===== config.mk =====
export PLATFORM = sky130hd
export DESIGN_NAME = adsp_top
export DESIGN_NICKNAME = d
export VERILOG_FILES = /design/src/verilog/adsp_top.v
export VERILOG_INCLUDE_DIRS = /design/src /design/src/include
export SDC_FILE = /design/constraint.sdc
export NUM_CORES = 1
export LEC_CHECK = 0
export BUFFER_PORTS_ARGS = -buffer_cell sky130_fd_sc_hd__buf_4
export CELL_PAD_IN_SITES_DETAIL_PLACEMENT = 0
export CELL_PAD_IN_SITES_GLOBAL_PLACEMENT = 2
export CORE_ASPECT_RATIO = 0.8
export CORE_MARGIN = 8
export CORE_UTILIZATION = 42
export DETAILED_ROUTE_END_ITERATION = 8
export GPL_TIMING_DRIVEN = 0
export PLACE_DENSITY_LB_ADDON = 0.1
export REMOVE_ABC_BUFFERS = 1
export SETUP_SLACK_MARGIN = 0.2
export SLEW_MARGIN = 25
export SYNTH_ARGS = -nofsm -noshare
export SYNTH_HDL_FRONTEND = slang
export SYNTH_SLANG_ARGS = --single-unit

===== constraint.sdc =====
create_clock -name clk_sys -period 10.74 [get_ports clk_sys]
set_clock_uncertainty 0.2 [all_clocks]
set_input_delay 0 -clock clk_sys [delete_from_list [all_inputs] [get_ports clk_sys]]
set_output_delay 0 -clock clk_sys [all_outputs]
set_load 0.05 [all_outputs]

===== src/include/adsp_consts.vh =====
/*
 Constants of the auto-direction serial port: register offsets, field positions,
 reset values and timing counts. Assumes inclusion by bare name.
*/
`ifndef ADSP_CONSTS_VH
`define ADSP_CONSTS_VH
// Register byte offsets
`define ADSP_OFS_DATA     12'h000
`define ADSP_OFS_FORMAT   12'h004
`define ADSP_OFS_DIVISOR  12'h008
`define ADSP_OFS_STATUS   12'h00c
// Format field positions
`define ADSP_FMT_LEN_LO   0
`define ADSP_FMT_LEN_HI   1
`define ADSP_FMT_PAR_EN   2
`define ADSP_FMT_PAR_ODD  3
`define ADSP_FMT_STOP_LO  4
`define ADSP_FMT_STOP_HI  5
// Status field positions
`define ADSP_ST_TX_EMPTY  0
`define ADSP_ST_TX_FULL   1
`define ADSP_ST_RX_VALID  2
`define ADSP_ST_TX_BUSY   3
`define ADSP_ST_DRV_EN    4
`define ADSP_ST_RCV_EN    5
`define ADSP_ST_OVERRUN   8
`define ADSP_ST_PAR_ERR   9
`define ADSP_ST_FRM_ERR   10
// Reset values
`define ADSP_RST_FORMAT   6'h03
`define ADSP_RST_DIVISOR  16'h0001
// Timing counts in sample ticks; the slow prescale counts divisor periods
`define ADSP_OVERSAMPLE   16
`define ADSP_HALF_BIT     8
`define ADSP_STOP_1       9'h010
`define ADSP_STOP_15      9'h018
`define ADSP_STOP_2       9'h020
`define ADSP_SLOW_PRESC   4
// Buffer geometry
`define ADSP_FIFO_DEPTH   16
`define ADSP_FIFO_AW      4
`endif


===== src/verilog/adsp_top.v =====
/*
 Auto-direction serial port: APB register slave, buffered UART with transmit
 and receive FIFOs, and automatic driver / receiver enable for a shared pair.
 Assumes one clock clk_sys at 100 MHz, an APB3 master, and an external
 transceiver fed by txd, drv_en and rcv_en.
*/
// The implementer's own choices: the register addresses and the APB register port.
`timescale 1ns/10ps
`default_nettype none
`include "adsp_consts.vh"

module adsp_fifo #(
    parameter W  = 8,
    parameter D  = 8,
    parameter AW = 3
) (
    // Clock and reset
    input  wire          clk_sys,
    input  wire          rstn,
    // Fill side
    input  wire          in_valid,
    output wire          in_ready,
    input  wire [W-1:0]  in_data,
    // Drain side
    output wire          out_valid,
    input  wire          out_ready,
    output wire [W-1:0]  out_data
);
    reg  [W-1:0]  mem [0:D-1];
    reg  [AW-1:0] wr_r;
    reg  [AW-1:0] rd_r;
    reg  [AW:0]   cnt_r;
    wire          push;
    wire          pop;

    assign in_ready  = (cnt_r != D[AW:0]);
    assign out_valid = (cnt_r != {(AW+1){1'b0}});
    assign out_data  = mem[rd_r];
    assign push      = in_valid & in_ready;
    assign pop       = out_valid & out_ready;

    always @(posedge clk_sys) begin
        if (push) begin
            mem[wr_r] <= in_data;
        end
    end

    always @(posedge clk_sys or negedge rstn) begin
        if (!rstn) begin
            wr_r  <= {AW{1'b0}};
            rd_r  <= {AW{1'b0}};
            cnt_r <= {(AW+1){1'b0}};
        end else begin
            if (push) begin
                wr_r <= (wr_r == D[AW-1:0] - 1'b1) ? {AW{1'b0}} : wr_r + 1'b1;
            end
            if (pop) begin
                rd_r <= (rd_r == D[AW-1:0] - 1'b1) ? {AW{1'b0}} : rd_r + 1'b1;
            end
            cnt_r <= cnt_r + {{AW{1'b0}}, push} - {{AW{1'b0}}, pop};
        end
    end
endmodule

module adsp_top (
    // Clock and reset
    input  wire        clk_sys,
    input  wire        rstn,
    // APB slave
    input  wire [11:0] paddr,
    input  wire        psel,
    input  wire        penable,
    input  wire        pwrite,
    input  wire [31:0] pwdata,
    output reg  [31:0] prdata,
    output reg         pready,
    output reg         pslverr,
    // Range select and line
    input  wire        range_4x,
    input  wire        rxd,
    output reg         txd,
    output reg         drv_en,
    output reg         rcv_en
);
    localparam TX_IDLE = 3'h0, TX_START = 3'h1, TX_DATA = 3'h2, TX_PAR = 3'h3;
    localparam TX_STOP = 3'h4, TX_HOLD = 3'h5;
    localparam RX_IDLE = 3'h0, RX_START = 3'h1, RX_DATA = 3'h2, RX_PAR = 3'h3;
    localparam RX_STOP = 3'h4;

    reg  [5:0]  fmt_r;
    reg  [15:0] div_r;
    reg  [2:0]  err_r;
    reg  [2:0]  rx_sync_r;
    reg         rx_filt_r;
    reg  [2:0]  rng_sync_r;
    reg         rng_r;
    reg  [15:0] div_cnt_r;
    reg  [1:0]  pre_cnt_r;
    reg         tick_r;
    reg  [2:0]  tx_st_r;
    reg  [8:0]  tx_cnt_r;
    reg  [2:0]  tx_bit_r;
    reg  [7:0]  tx_sh_r;
    reg  [2:0]  rx_st_r;
    reg  [4:0]  rx_cnt_r;
    reg  [2:0]  rx_bit_r;
    reg  [7:0]  rx_sh_r;
    reg         rx_push_r;
    reg         rx_perr_r;
    reg  [31:0] rd_nxt;
    reg         mapped;

    wire [1:0]  len      = fmt_r[`ADSP_FMT_LEN_HI:`ADSP_FMT_LEN_LO];
    wire        par_en   = fmt_r[`ADSP_FMT_PAR_EN];
    wire        par_odd  = fmt_r[`ADSP_FMT_PAR_ODD];
    wire [1:0]  stop_sel = fmt_r[`ADSP_FMT_STOP_HI:`ADSP_FMT_STOP_LO];
    wire [2:0]  last_bit = {1'b1, len} ;
    wire [7:0]  dmask    = 8'hff >> (2'h3 - len);
    wire [8:0]  stop_ticks;
    wire [8:0]  char_ticks;
    wire        acc      = psel & penable & ~pready;
    wire        done     = psel & penable & pready;
    wire        hit_data = (paddr == `ADSP_OFS_DATA);
    wire        tx_fv;
    wire        tx_fr;
    wire [7:0]  tx_fd;
    wire        rx_fv;
    wire        rx_fr;
    wire [7:0]  rx_fd;
    wire        tx_load;
    wire        tx_bit_end = tick_r & (tx_cnt_r == `ADSP_OVERSAMPLE - 1);
    wire        rx_mid     = tick_r & (rx_cnt_r == `ADSP_OVERSAMPLE - 1);

    // Stop interval in sample ticks
    assign stop_ticks = (stop_sel == 2'h0) ? `ADSP_STOP_1 :
                        (stop_sel == 2'h1) ? `ADSP_STOP_15 : `ADSP_STOP_2;
    // One character: start, data, parity, stop
    assign char_ticks = {1'b0, 4'h6 + {2'h0, len} + {3'h0, par_en}, 4'h0} + stop_ticks;

    // Next char loads straight from the FIFO, so the shifter never idles between
    assign tx_load = tx_fv & ((tx_st_r == TX_IDLE) | (tx_st_r == TX_HOLD) |
                     ((tx_st_r == TX_STOP) & tick_r & (tx_cnt_r == stop_ticks - 1'b1)));

    adsp_fifo #(.W(8), .D(`ADSP_FIFO_DEPTH), .AW(`ADSP_FIFO_AW)) u_tx_fifo (
        .clk_sys   (clk_sys),
        .rstn      (rstn),
        .in_valid  (done & pwrite & hit_data),
        .in_ready  (tx_fr),
        .in_data   (pwdata[7:0]),
        .out_valid (tx_fv),
        .out_ready (tx_load),
        .out_data  (tx_fd)
    );

    adsp_fifo #(.W(8), .D(`ADSP_FIFO_DEPTH), .AW(`ADSP_FIFO_AW)) u_rx_fifo (
        .clk_sys   (clk_sys),
        .rstn      (rstn),
        .in_valid  (rx_push_r),
        .in_ready  (rx_fr),
        .in_data   (rx_sh_r),
        .out_valid (rx_fv),
        .out_ready (done & ~pwrite & hit_data),
        .out_data  (rx_fd)
    );

    // Read mux
    always @* begin
        rd_nxt = 32'h0000_0000;
        mapped = 1'b1;
        case (paddr)
            `ADSP_OFS_DATA:    rd_nxt[7:0] = rx_fv ? rx_fd : 8'h00;
            `ADSP_OFS_FORMAT:  rd_nxt[5:0] = fmt_r;
            `ADSP_OFS_DIVISOR: rd_nxt[15:0] = div_r;
            `ADSP_OFS_STATUS: begin
                rd_nxt[`ADSP_ST_TX_EMPTY] = ~tx_fv;
                rd_nxt[`ADSP_ST_TX_FULL]  = ~tx_fr;
                rd_nxt[`ADSP_ST_RX_VALID] = rx_fv;
                rd_nxt[`ADSP_ST_TX_BUSY]  = (tx_st_r != TX_IDLE);
                rd_nxt[`ADSP_ST_DRV_EN]   = drv_en;
                rd_nxt[`ADSP_ST_RCV_EN]   = rcv_en;
                rd_nxt[`ADSP_ST_FRM_ERR:`ADSP_ST_OVERRUN] = err_r;
            end
            default: mapped = 1'b0;
        endcase
    end

    // APB slave; a data write waits while the transmit FIFO is full
    always @(posedge clk_sys or negedge rstn) begin
        if (!rstn) begin
            pready  <= 1'b0;
            prdata  <= 32'h0000_0000;
            pslverr <= 1'b0;
            fmt_r   <= `ADSP_RST_FORMAT;
            div_r   <= `ADSP_RST_DIVISOR;
        end else begin
            pready  <= acc & ~(pwrite & hit_data & ~tx_fr);
            pslverr <= acc & ~mapped;
            if (acc) begin
                prdata <= pwrite ? 32'h0000_0000 : rd_nxt;
            end
            if (done & pwrite & (paddr == `ADSP_OFS_FORMAT)) begin
                fmt_r <= pwdata[5:0];
            end
            if (done & pwrite & (paddr == `ADSP_OFS_DIVISOR)) begin
                div_r <= pwdata[15:0];
            end
        end
    end

    // Sticky errors; a new event beats a write-one clear
    always @(posedge clk_sys or negedge rstn) begin
        if (!rstn) begin
            err_r <= 3'h0;
        end else begin
            err_r <= (err_r & ~((done & pwrite & (paddr == `ADSP_OFS_STATUS)) ?
                     pwdata[`ADSP_ST_FRM_ERR:`ADSP_ST_OVERRUN] : 3'h0)) |
                     {rx_mid & (rx_st_r == RX_STOP) & ~rx_filt_r,
                      rx_mid & (rx_st_r == RX_PAR) & rx_perr_r,
                      rx_push_r & ~rx_fr};
        end
    end

    // Pin synchronisers: accept a level once stages two and three agree
    always @(posedge clk_sys or negedge rstn) begin
        if (!rstn) begin
            rx_sync_r  <= 3'h7;
            rx_filt_r  <= 1'b1;
            rng_sync_r <= 3'h0;
            rng_r      <= 1'b0;
        end else begin
            rx_sync_r  <= {rx_sync_r[1:0], rxd};
            rng_sync_r <= {rng_sync_r[1:0], range_4x};
            if (rx_sync_r[1] == rx_sync_r[2]) begin
                rx_filt_r <= rx_sync_r[2];
            end
            if (rng_sync_r[1] == rng_sync_r[2]) begin
                rng_r <= rng_sync_r[2];
            end
        end
    end

    // Sample tick: divisor, then a divide by four unless the fast range is picked
    always @(posedge clk_sys or negedge rstn) begin
        if (!rstn) begin
            div_cnt_r <= 16'h0000;
            pre_cnt_r <= 2'h0;
            tick_r    <= 1'b0;
        end else begin
            tick_r <= 1'b0;
            if (div_cnt_r + 16'h0001 >= div_r) begin
                div_cnt_r <= 16'h0000;
                if (rng_r | (pre_cnt_r == `ADSP_SLOW_PRESC - 1)) begin
                    pre_cnt_r <= 2'h0;
                    tick_r    <= 1'b1;
                end else begin
                    pre_cnt_r <= pre_cnt_r + 2'h1;
                end
            end else begin
                div_cnt_r <= div_cnt_r + 16'h0001;
            end
        end
    end

    // Transmitter and direction control
    always @(posedge clk_sys or negedge rstn) begin
        if (!rstn) begin
            tx_st_r  <= TX_IDLE;
            tx_cnt_r <= 9'h000;
            tx_bit_r <= 3'h0;
            tx_sh_r  <= 8'h00;
            txd      <= 1'b1;
            drv_en   <= 1'b0;
            rcv_en   <= 1'b1;
        end else begin
            if (tick_r) begin
                tx_cnt_r <= tx_cnt_r + 9'h001;
            end
            if (tx_load) begin
                tx_st_r  <= TX_START;
                tx_cnt_r <= 9'h000;
                tx_bit_r <= 3'h0;
                tx_sh_r  <= tx_fd & dmask;
                txd      <= 1'b0;
                drv_en   <= 1'b1;
                rcv_en   <= 1'b0;
            end else begin
                case (tx_st_r)
                    TX_IDLE: begin
                        txd <= 1'b1;
                    end
                    TX_START: begin
                        if (tx_bit_end) begin
                            tx_st_r  <= TX_DATA;
                            tx_cnt_r <= 9'h000;
                            txd      <= tx_sh_r[0];
                        end
                    end
                    TX_DATA: begin
                        if (tx_bit_end) begin
                            tx_cnt_r <= 9'h000;
                            tx_bit_r <= tx_bit_r + 3'h1;
                            if (tx_bit_r == last_bit) begin
                                tx_st_r <= par_en ? TX_PAR : TX_STOP;
                                txd     <= par_en ? ((^tx_sh_r) ^ par_odd) : 1'b1;
                            end else begin
                                txd <= tx_sh_r[tx_bit_r + 3'h1];
                            end
                        end
                    end
                    TX_PAR: begin
                        if (tx_bit_end) begin
                            tx_st_r  <= TX_STOP;
                            tx_cnt_r <= 9'h000;
                            txd      <= 1'b1;
                        end
                    end
                    TX_STOP: begin
                        if (tick_r & (tx_cnt_r == stop_ticks - 1'b1)) begin
                            tx_st_r  <= TX_HOLD;
                            tx_cnt_r <= 9'h000;
                        end
                    end
                    TX_HOLD: begin
                        if (tick_r & (tx_cnt_r == char_ticks - 1'b1)) begin
                            tx_st_r <= TX_IDLE;
                            drv_en  <= 1'b0;
                            rcv_en  <= 1'b1;
                        end
                    end
                    default: tx_st_r <= TX_IDLE;
                endcase
            end
        end
    end

    // Receiver; ignores the line while disabled
    always @(posedge clk_sys or negedge rstn) begin
        if (!rstn) begin
            rx_st_r   <= RX_IDLE;
            rx_cnt_r  <= 5'h00;
            rx_bit_r  <= 3'h0;
            rx_sh_r   <= 8'h00;
            rx_push_r <= 1'b0;
            rx_perr_r <= 1'b0;
        end else begin
            rx_push_r <= 1'b0;
            if (tick_r) begin
                rx_cnt_r <= rx_cnt_r + 5'h01;
            end
            if (!rcv_en) begin
                rx_st_r <= RX_IDLE;
            end else begin
                case (rx_st_r)
                    RX_IDLE: begin
                        if (!rx_filt_r) begin
                            rx_st_r  <= RX_START;
                            rx_cnt_r <= 5'h00;
                            rx_sh_r  <= 8'h00;
                        end
                    end
                    RX_START: begin
                        if (tick_r & (rx_cnt_r == `ADSP_HALF_BIT - 1)) begin
                            rx_st_r  <= rx_filt_r ? RX_IDLE : RX_DATA;
                            rx_cnt_r <= 5'h00;
                            rx_bit_r <= 3'h0;
                        end
                    end
                    RX_DATA: begin
                        if (rx_mid) begin
                            rx_cnt_r          <= 5'h00;
                            rx_bit_r          <= rx_bit_r + 3'h1;
                            rx_sh_r[rx_bit_r] <= rx_filt_r;
                            if (rx_bit_r == last_bit) begin
                                rx_st_r <= par_en ? RX_PAR : RX_STOP;
                            end
                        end
                    end
                    RX_PAR: begin
                        rx_perr_r <= (^rx_sh_r) ^ par_odd ^ rx_filt_r;
                        if (rx_mid) begin
                            rx_st_r  <= RX_STOP;
                            rx_cnt_r <= 5'h00;
                        end
                    end
                    RX_STOP: begin
                        if (rx_mid) begin
                            rx_st_r   <= RX_IDLE;
                            rx_push_r <= 1'b1;
                        end
                    end
                    default: rx_st_r <= RX_IDLE;
                endcase
            end
        end
    end
endmodule
`default_nettype wire


# Yosys cells after proc, flatten, opt, wreduce, memory -nomap -nowiden
# Memory sizes are Yosys's and may differ from the RTL's.
# Cells that the tools add are included.
# Widths: inputs -> output; s select.
# classes
add_sub_neg	20
magnitude_cmp	4
eq_ne	45
shift	1
n_mux	81
n_bitwise	49
n_reduce_logical	28
# ops
operator	n
$mux 3	21
$mux 9	4
$mux 16	2
$and 1x1->1	31
$mux 5	6
$eq 12x4->1 const B	2
$mux 1	24
$mux 8	3
$pmux 6 s4	1
$eq 9x9->1	2
$ne 3x3->1 const B	6
$pmux 3 s6	1
$pmux 9 s2	1
$add 16x1->16 const B	1
$add 4x1->4 const B	4
$eq 4x4->1 const B	4
$ge 16x16->1	1
$mux 4	4
$pmux 8 s2	1
$reduce_xor 8->1	2
$pmux 3 s5	1
$pmux 5 s3	1
$reduce_bool 5->1	3
$eq 12x3->1 const B	1
58 further kinds	101
# totals
ff_bits	159
ram_bits	256
input_bits	51
output_inout_bits	37
word_cells	262
memories	2
# mem_list
name	words	width	read_ports	rd_ports_with_merged_regs	write_ports	line_no	rtl
u_rx_fifo.mem	16	8	1	0	1	adsp_top.v:29	reg [W-1:0] mem [0:D-1];
u_tx_fifo.mem	16	8	1	0	1	adsp_top.v:29	

# Logic depth before layout (Yosys ltp)
# depth
depth_word	10
ltp_mapped	17
ltp_nobuf	16

# Hierarchy
# From an unflattened synthesis, not the netlist that was laid out.
# hier_totals
cells_unflattened	1306
area_unflattened_um2	18154.9
# by_module_without_submodules
module	instances	cells_each	area_each_um2	seq_area_each_um2
adsp_top	1	670	6477.5	2939.1
adsp_fifo at u_rx_fifo	1	325	5895.7	4169.0
adsp_fifo at u_tx_fifo	1	311	5781.8	4169.0

# Worst setup path after synthesis
# OpenSTA, ideal clock, no wires.
# synth_timing
path_type	reg2reg
from	register fmt_r[1]
to	register drv_en
setup_ps	118
arrival_time_ps	3210
required_ps	10422
path_slack_ps	7212
path_stages_with_launch	11
n_path_buf	1
synth_period_minus_slack_ps	3528
cell_sequence	dfstp_2 clkbuf_1 inv_1 ha_1 xor2_1 fa_1 xor2_1 or3_1 a2111oi_0 nand3_1 a21o_1
# synth_via
elab_chain_cells	8
# synth_lines
item	line_no	rtl
from (decl)	adsp_top.v:90	reg [5:0] fmt_r;
from (signal assigned)	adsp_top.v:193	fmt_r <= `ADSP_RST_FORMAT;
from (signal assigned)	adsp_top.v:202	fmt_r <= pwdata[5:0];
$add 3x2->4	adsp_top.v:138	assign char_ticks = {1'b0, 4'h6 + {2'h0, len} + {3'h0, par_en}, 4'h0} + stop_ticks;
$add 4x1->4	adsp_top.v:138	
$add 8x6->9	adsp_top.v:138	
$sub 9x1->9	adsp_top.v:324	if (tick_r & (tx_cnt_r == char_ticks - 1'b1)) begin
$eq 9x9->1	adsp_top.v:324	
$and 1x1->1	adsp_top.v:324	
$reduce_bool 2->1 (no line)	n/a	
$reduce_and 2->1 (no line)	n/a	
to (signal assigned)	adsp_top.v:272	drv_en <= 1'b0;
to (signal assigned)	adsp_top.v:284	drv_en <= 1'b1;
to (signal assigned)	adsp_top.v:326	drv_en <= 1'b0;
to (decl)	adsp_top.v:82	output reg drv_en,
# Every way passes these cells.
# A chain may end at the register's enable or synchronous reset.

# Final worst setup path
# layout_timing
from	input port paddr[8]
to	register u_tx_fifo.cnt_r[4]
# layout_via
elab_chain_cells	5
# layout_lines
item	line_no	rtl
from (decl)	adsp_top.v:70	input wire [11:0] paddr,
$logic_not 12->1	n/a	
$and 1x1->1	adsp_top.v:147	.in_valid (done & pwrite & hit_data),
$and 1x1->1	adsp_top.v:39	assign push = in_valid & in_ready;
via u_tx_fifo.push	adsp_top.v:33	wire push;
$add 5x1->5	adsp_top.v:60	cnt_r <= cnt_r + {{AW{1'b0}}, push} - {{AW{1'b0}}, pop};
$sub 5x1->5	adsp_top.v:60	
to (signal assigned)	adsp_top.v:52	cnt_r <= {(AW+1){1'b0}};
to (signal assigned)	adsp_top.v:60	
to (decl)	adsp_top.v:32	reg [AW:0] cnt_r;
# The timed path passes the listed nets, and every way through them passes these cells.

==> flow_metrics.tcl <==
set metrics [dict create \
    root_buffer "clkbuf_16" \
    cp.required_ns 10.96 \
    grt_max_degree 54 \
    max_freq_ghz 0.2192 \
    cts.sinks 399 \
    yosysUniqueCellTypes 75 \
    hold_viol_final 0 \
    rsz0062_at_grt "no" \
    wl_per_cell_um 21.53 \
    vdd_drop_max_mv 0.09031 \
    r2r.worst_path.cells 16 \
    relSlewSlack 0.3415 \
    htreeDepth 2 \
    netlist.area_leader.share 0.4302 \
    crit_family "buffers and inverters" \
    synth_seq_cells 399 \
    final_core_util 0.4981 \
    dominantRegCellSynth "edfxtp_1" \
    gp_congestion 0.7686 \
    cts_tree "yes" \
    clkTransAtPathRegs_ns 0.06 \
    max_stage_delay_ns 0.71 \
    overflow 0 \
    core_region_area_um2 41920 \
    finalSetupTns_ns 0 \
    ant_nets 0 \
    end_kind "flop" \
    syn_area_per_cell_um2 14.16 \
    power.leakage_nw 7.606 \
    fin_crit_ns 4.563 \
    synth_cells 1262 \
    antenna_found_initial 1 \
    grt_pass1_wl_um 65810 \
    crit_fanout 10 \
    ys_seq_area_frac 0.6310 \
    drt_wl_total_um 42220 \
    worstPathArrival_ns 4.79 \
    clk-insertion-delay-late_ns 0.55 \
    r2r-end "u_tx_fifo.cnt_r[4]$_DFF_PN0_" \
    post-dp-hpwl_um 28770 \
    dr.pass1.iters 5 \
    synth_area_leader_cell "edfxtp_1" \
    min_to "rng_sync_r[1]$_DFF_PN0_" \
    synthTopCellsByCount "edfxtp_1, dfrtp_1, nand2_1" \
    via_count 10454 \
    sw_frac_of_total 0.2138 \
    synth_area_leaders "edfxtp_1, dfrtp_1, mux4_2" \
    vias_per_cell 5.331 \
    die_w_um 246.6 \
    synth_edf_count 256 \
    worst_r2r_startpoint "fmt_r[5]$_DFFE_PN0P_" \
    cts_buffer_depth 3 \
    cp-start-kind "primary input" \
    yosys_warnings 0 \
    synth-async-reset-ratio 0.3584 \
    maxSlewViolCount 0 \
    cts_setup_buffers 0 \
    diodes 0 \
    critPathMostFrequentCell "dlygate4sd3_1" \
    r2r_slack_ns 6.39 \
    worstHoldStart "rng_sync_r[0]$_DFF_PN0_" \
    pwr-share-clk 0.451 \
    numPortBuffers 55 \
    row_count 67 \
    area_growth_pct 16.82 \
    min_period_over_period 0.4248 \
    die_h_um 200.5 \
    final_cells 1961 \
    grt_util_all_layers 0.1712 \
    min_path_type "flop to flop" \
    drive_above_1_share 0.1689 \
    dpl.cell_count 1823 \
    maxCapViolations 0 \
    yosysMostFrequentCell "edfxtp_1" \
    cts_resized 0 \
    setup_viol 0 \
    max_slew.worst_pin.slew_ns 0.9841 \
    netlist_area_um2 17870 \
    crit_buf_inv 6 \
    crit_type "primary input to flop" \
    drt-initial-drc-count 825 \
    intPower_mw 2.486 \
    crit_chain "dlygate4sd3_1 -> buf_4 -> or4_4 -> dlygate4sd3_1 -> or4_4 -> dlygate4sd3_1 -> nor4_4 -> ha_1 -> inv_1 -> fa_1 -> inv_1 -> a21oi_1 -> nor2_1 -> nor2_1 -> xnor2_1" \
    comb_power_share 0.030 \
    cts_buffers 43 \
    cp_slowest_cell "nor4_4" \
    initial_utilization 0.4264 \
    die_area_um2 49450 \
    status "finished clean" \
    hold_path_depth 0 \
    io_pins 88 \
    first_global_vias 10459 \
    power.share.sequential 0.519 \
    p_per_area_nw_per_um2 151.5 \
    power.switching_mw 0.6763 \
    post-route-drc-count 0 \
    finalNetCount 1481 \
]
power groups by stage:
stage	Sequential [mW]	Combinational [mW]	Clock (mW)
after global placement	1.67	0.0786	0
after CTS	1.64	0.0951	1.46
final	1.64	0.0936	1.43
after detailed placement	1.67	0.0827	0
after global routing	1.64	0.104	1.53
after floorplan	1.67	0.0361	0
routing by layer:
| layer | global-route usage | share of wire | up-vias |
|---|---|---|---|
| met1 | 0.2768 | 0.52 | 5263 |
| met4 | 0.03340 | 0.014 | 0 |
| met5 | 0 | 0 | - |
| met2 | 0.2334 | 0.41 | 235 |
| met3 | 0.03418 | 0.054 | 46 |
| li1 | - | - | 4910 |
cells in the final DEF (no fill, tap or decap), types with 8 or more instances in the layout:
cell type / count
clkbuf_1: 9
clkinv_2: 9
dfrtp_1: 130
mux2_2: 13
clkinv_1: 10
xnor2_1: 44
mux4_2: 60
edfxtp_1: 256
conb_1: 16
dlygate4sd3_1: 58
buf_4: 58
dfstp_2: 9
inv_1: 60
and2_1: 31
a22oi_1: 9
nor2b_1: 22
o21ai_0: 64
mux2i_1: 37
a211oi_1: 8
nand3_1: 27
nor2_1: 57
ha_1: 52
a21o_1: 10
xor2_1: 25
nand4_1: 15
nand2_1: 89
a22o_1: 10
a21oi_1: 28
clkbuf_16: 43
nor3_1: 15
stage by stage:
step	setup slack (ns)	area, um^2	hold WS [ns]	power, mW
detailed placement	6.346	18910	-0.2683	1.756
global placement	6.428	18690	-0.08970	1.752
global route	6.033	20880	0.1618	3.274
floorplan	7.235	17580	-0.4956	1.709
CTS	6.200	20860	0.1363	3.200
finish	6.177	20880	0.1497	3.163
repair_timing:
| action | 4_1_cts | 5_1_grt |
|---|---|---|
| hold buffers | 59 | 0 |
| endpoints found under the hold margin | 325 | 0 |
| endpoints found under the setup margin | 0 | 0 |
worst max path at each step:
stage / endpoint / slack (ns) / cells past startpoint / start
floorplan: prdata[3]$_DFFE_PN0P_ / 7.23 / 4 / u_rx_fifo.rd_r[0]$_DFFE_PN0P_
global placement: u_tx_fifo.cnt_r[4]$_DFF_PN0_ / 6.43 / 16 / u_tx_fifo.cnt_r[2]$_DFF_PN0_
detailed placement: u_tx_fifo.cnt_r[4]$_DFF_PN0_ / 6.35 / 16 / u_tx_fifo.cnt_r[2]$_DFF_PN0_
CTS: u_tx_fifo.cnt_r[4]$_DFF_PN0_ / 6.20 / 15 / paddr[8]
global route: u_tx_fifo.cnt_r[4]$_DFF_PN0_ / 6.03 / 15 / paddr[8]
finish: u_tx_fifo.cnt_r[4]$_DFF_PN0_ / 6.18 / 15 / paddr[8]
registers in the layout (all words and copies together), names as in the netlist, 6 cells and up:
signal,count
div_r,16
fmt_r,6
tx_sh_r,8
tx_cnt_r,9
div_cnt_r,16
u_rx_fifo.mem,128
rx_sh_r,8
u_tx_fifo.mem,128
prdata,16
cells by family (layout without fill, tap and decap cells):
family                     after synthesis  after routing  share of synthesized area
DFF                                    399            399                     0.6310
and+or+nand+nor                        311            311                    0.09067
AOI/OAI and AO/OA                      182            182                    0.06665
buffers and inverters                  133            265                    0.03221
muxes                                  110            110                     0.1045
xor gates and xnor gates                69             69                    0.03382
adders and majority gates               57             57                    0.04089
other                                    1             16                  0.0002098
cell type report:
cell class,instances,area [um^2]
timing repair buffer,124,1200
sequential,399,11290
fill,3631,21040
clock inverter,27,240.2
multi-input combinational,745,6116
clock buffer,52,1110
tap,552,690.7
inverter,62,232.7
No activity file was read; power rests on OpenSTA's default activity.
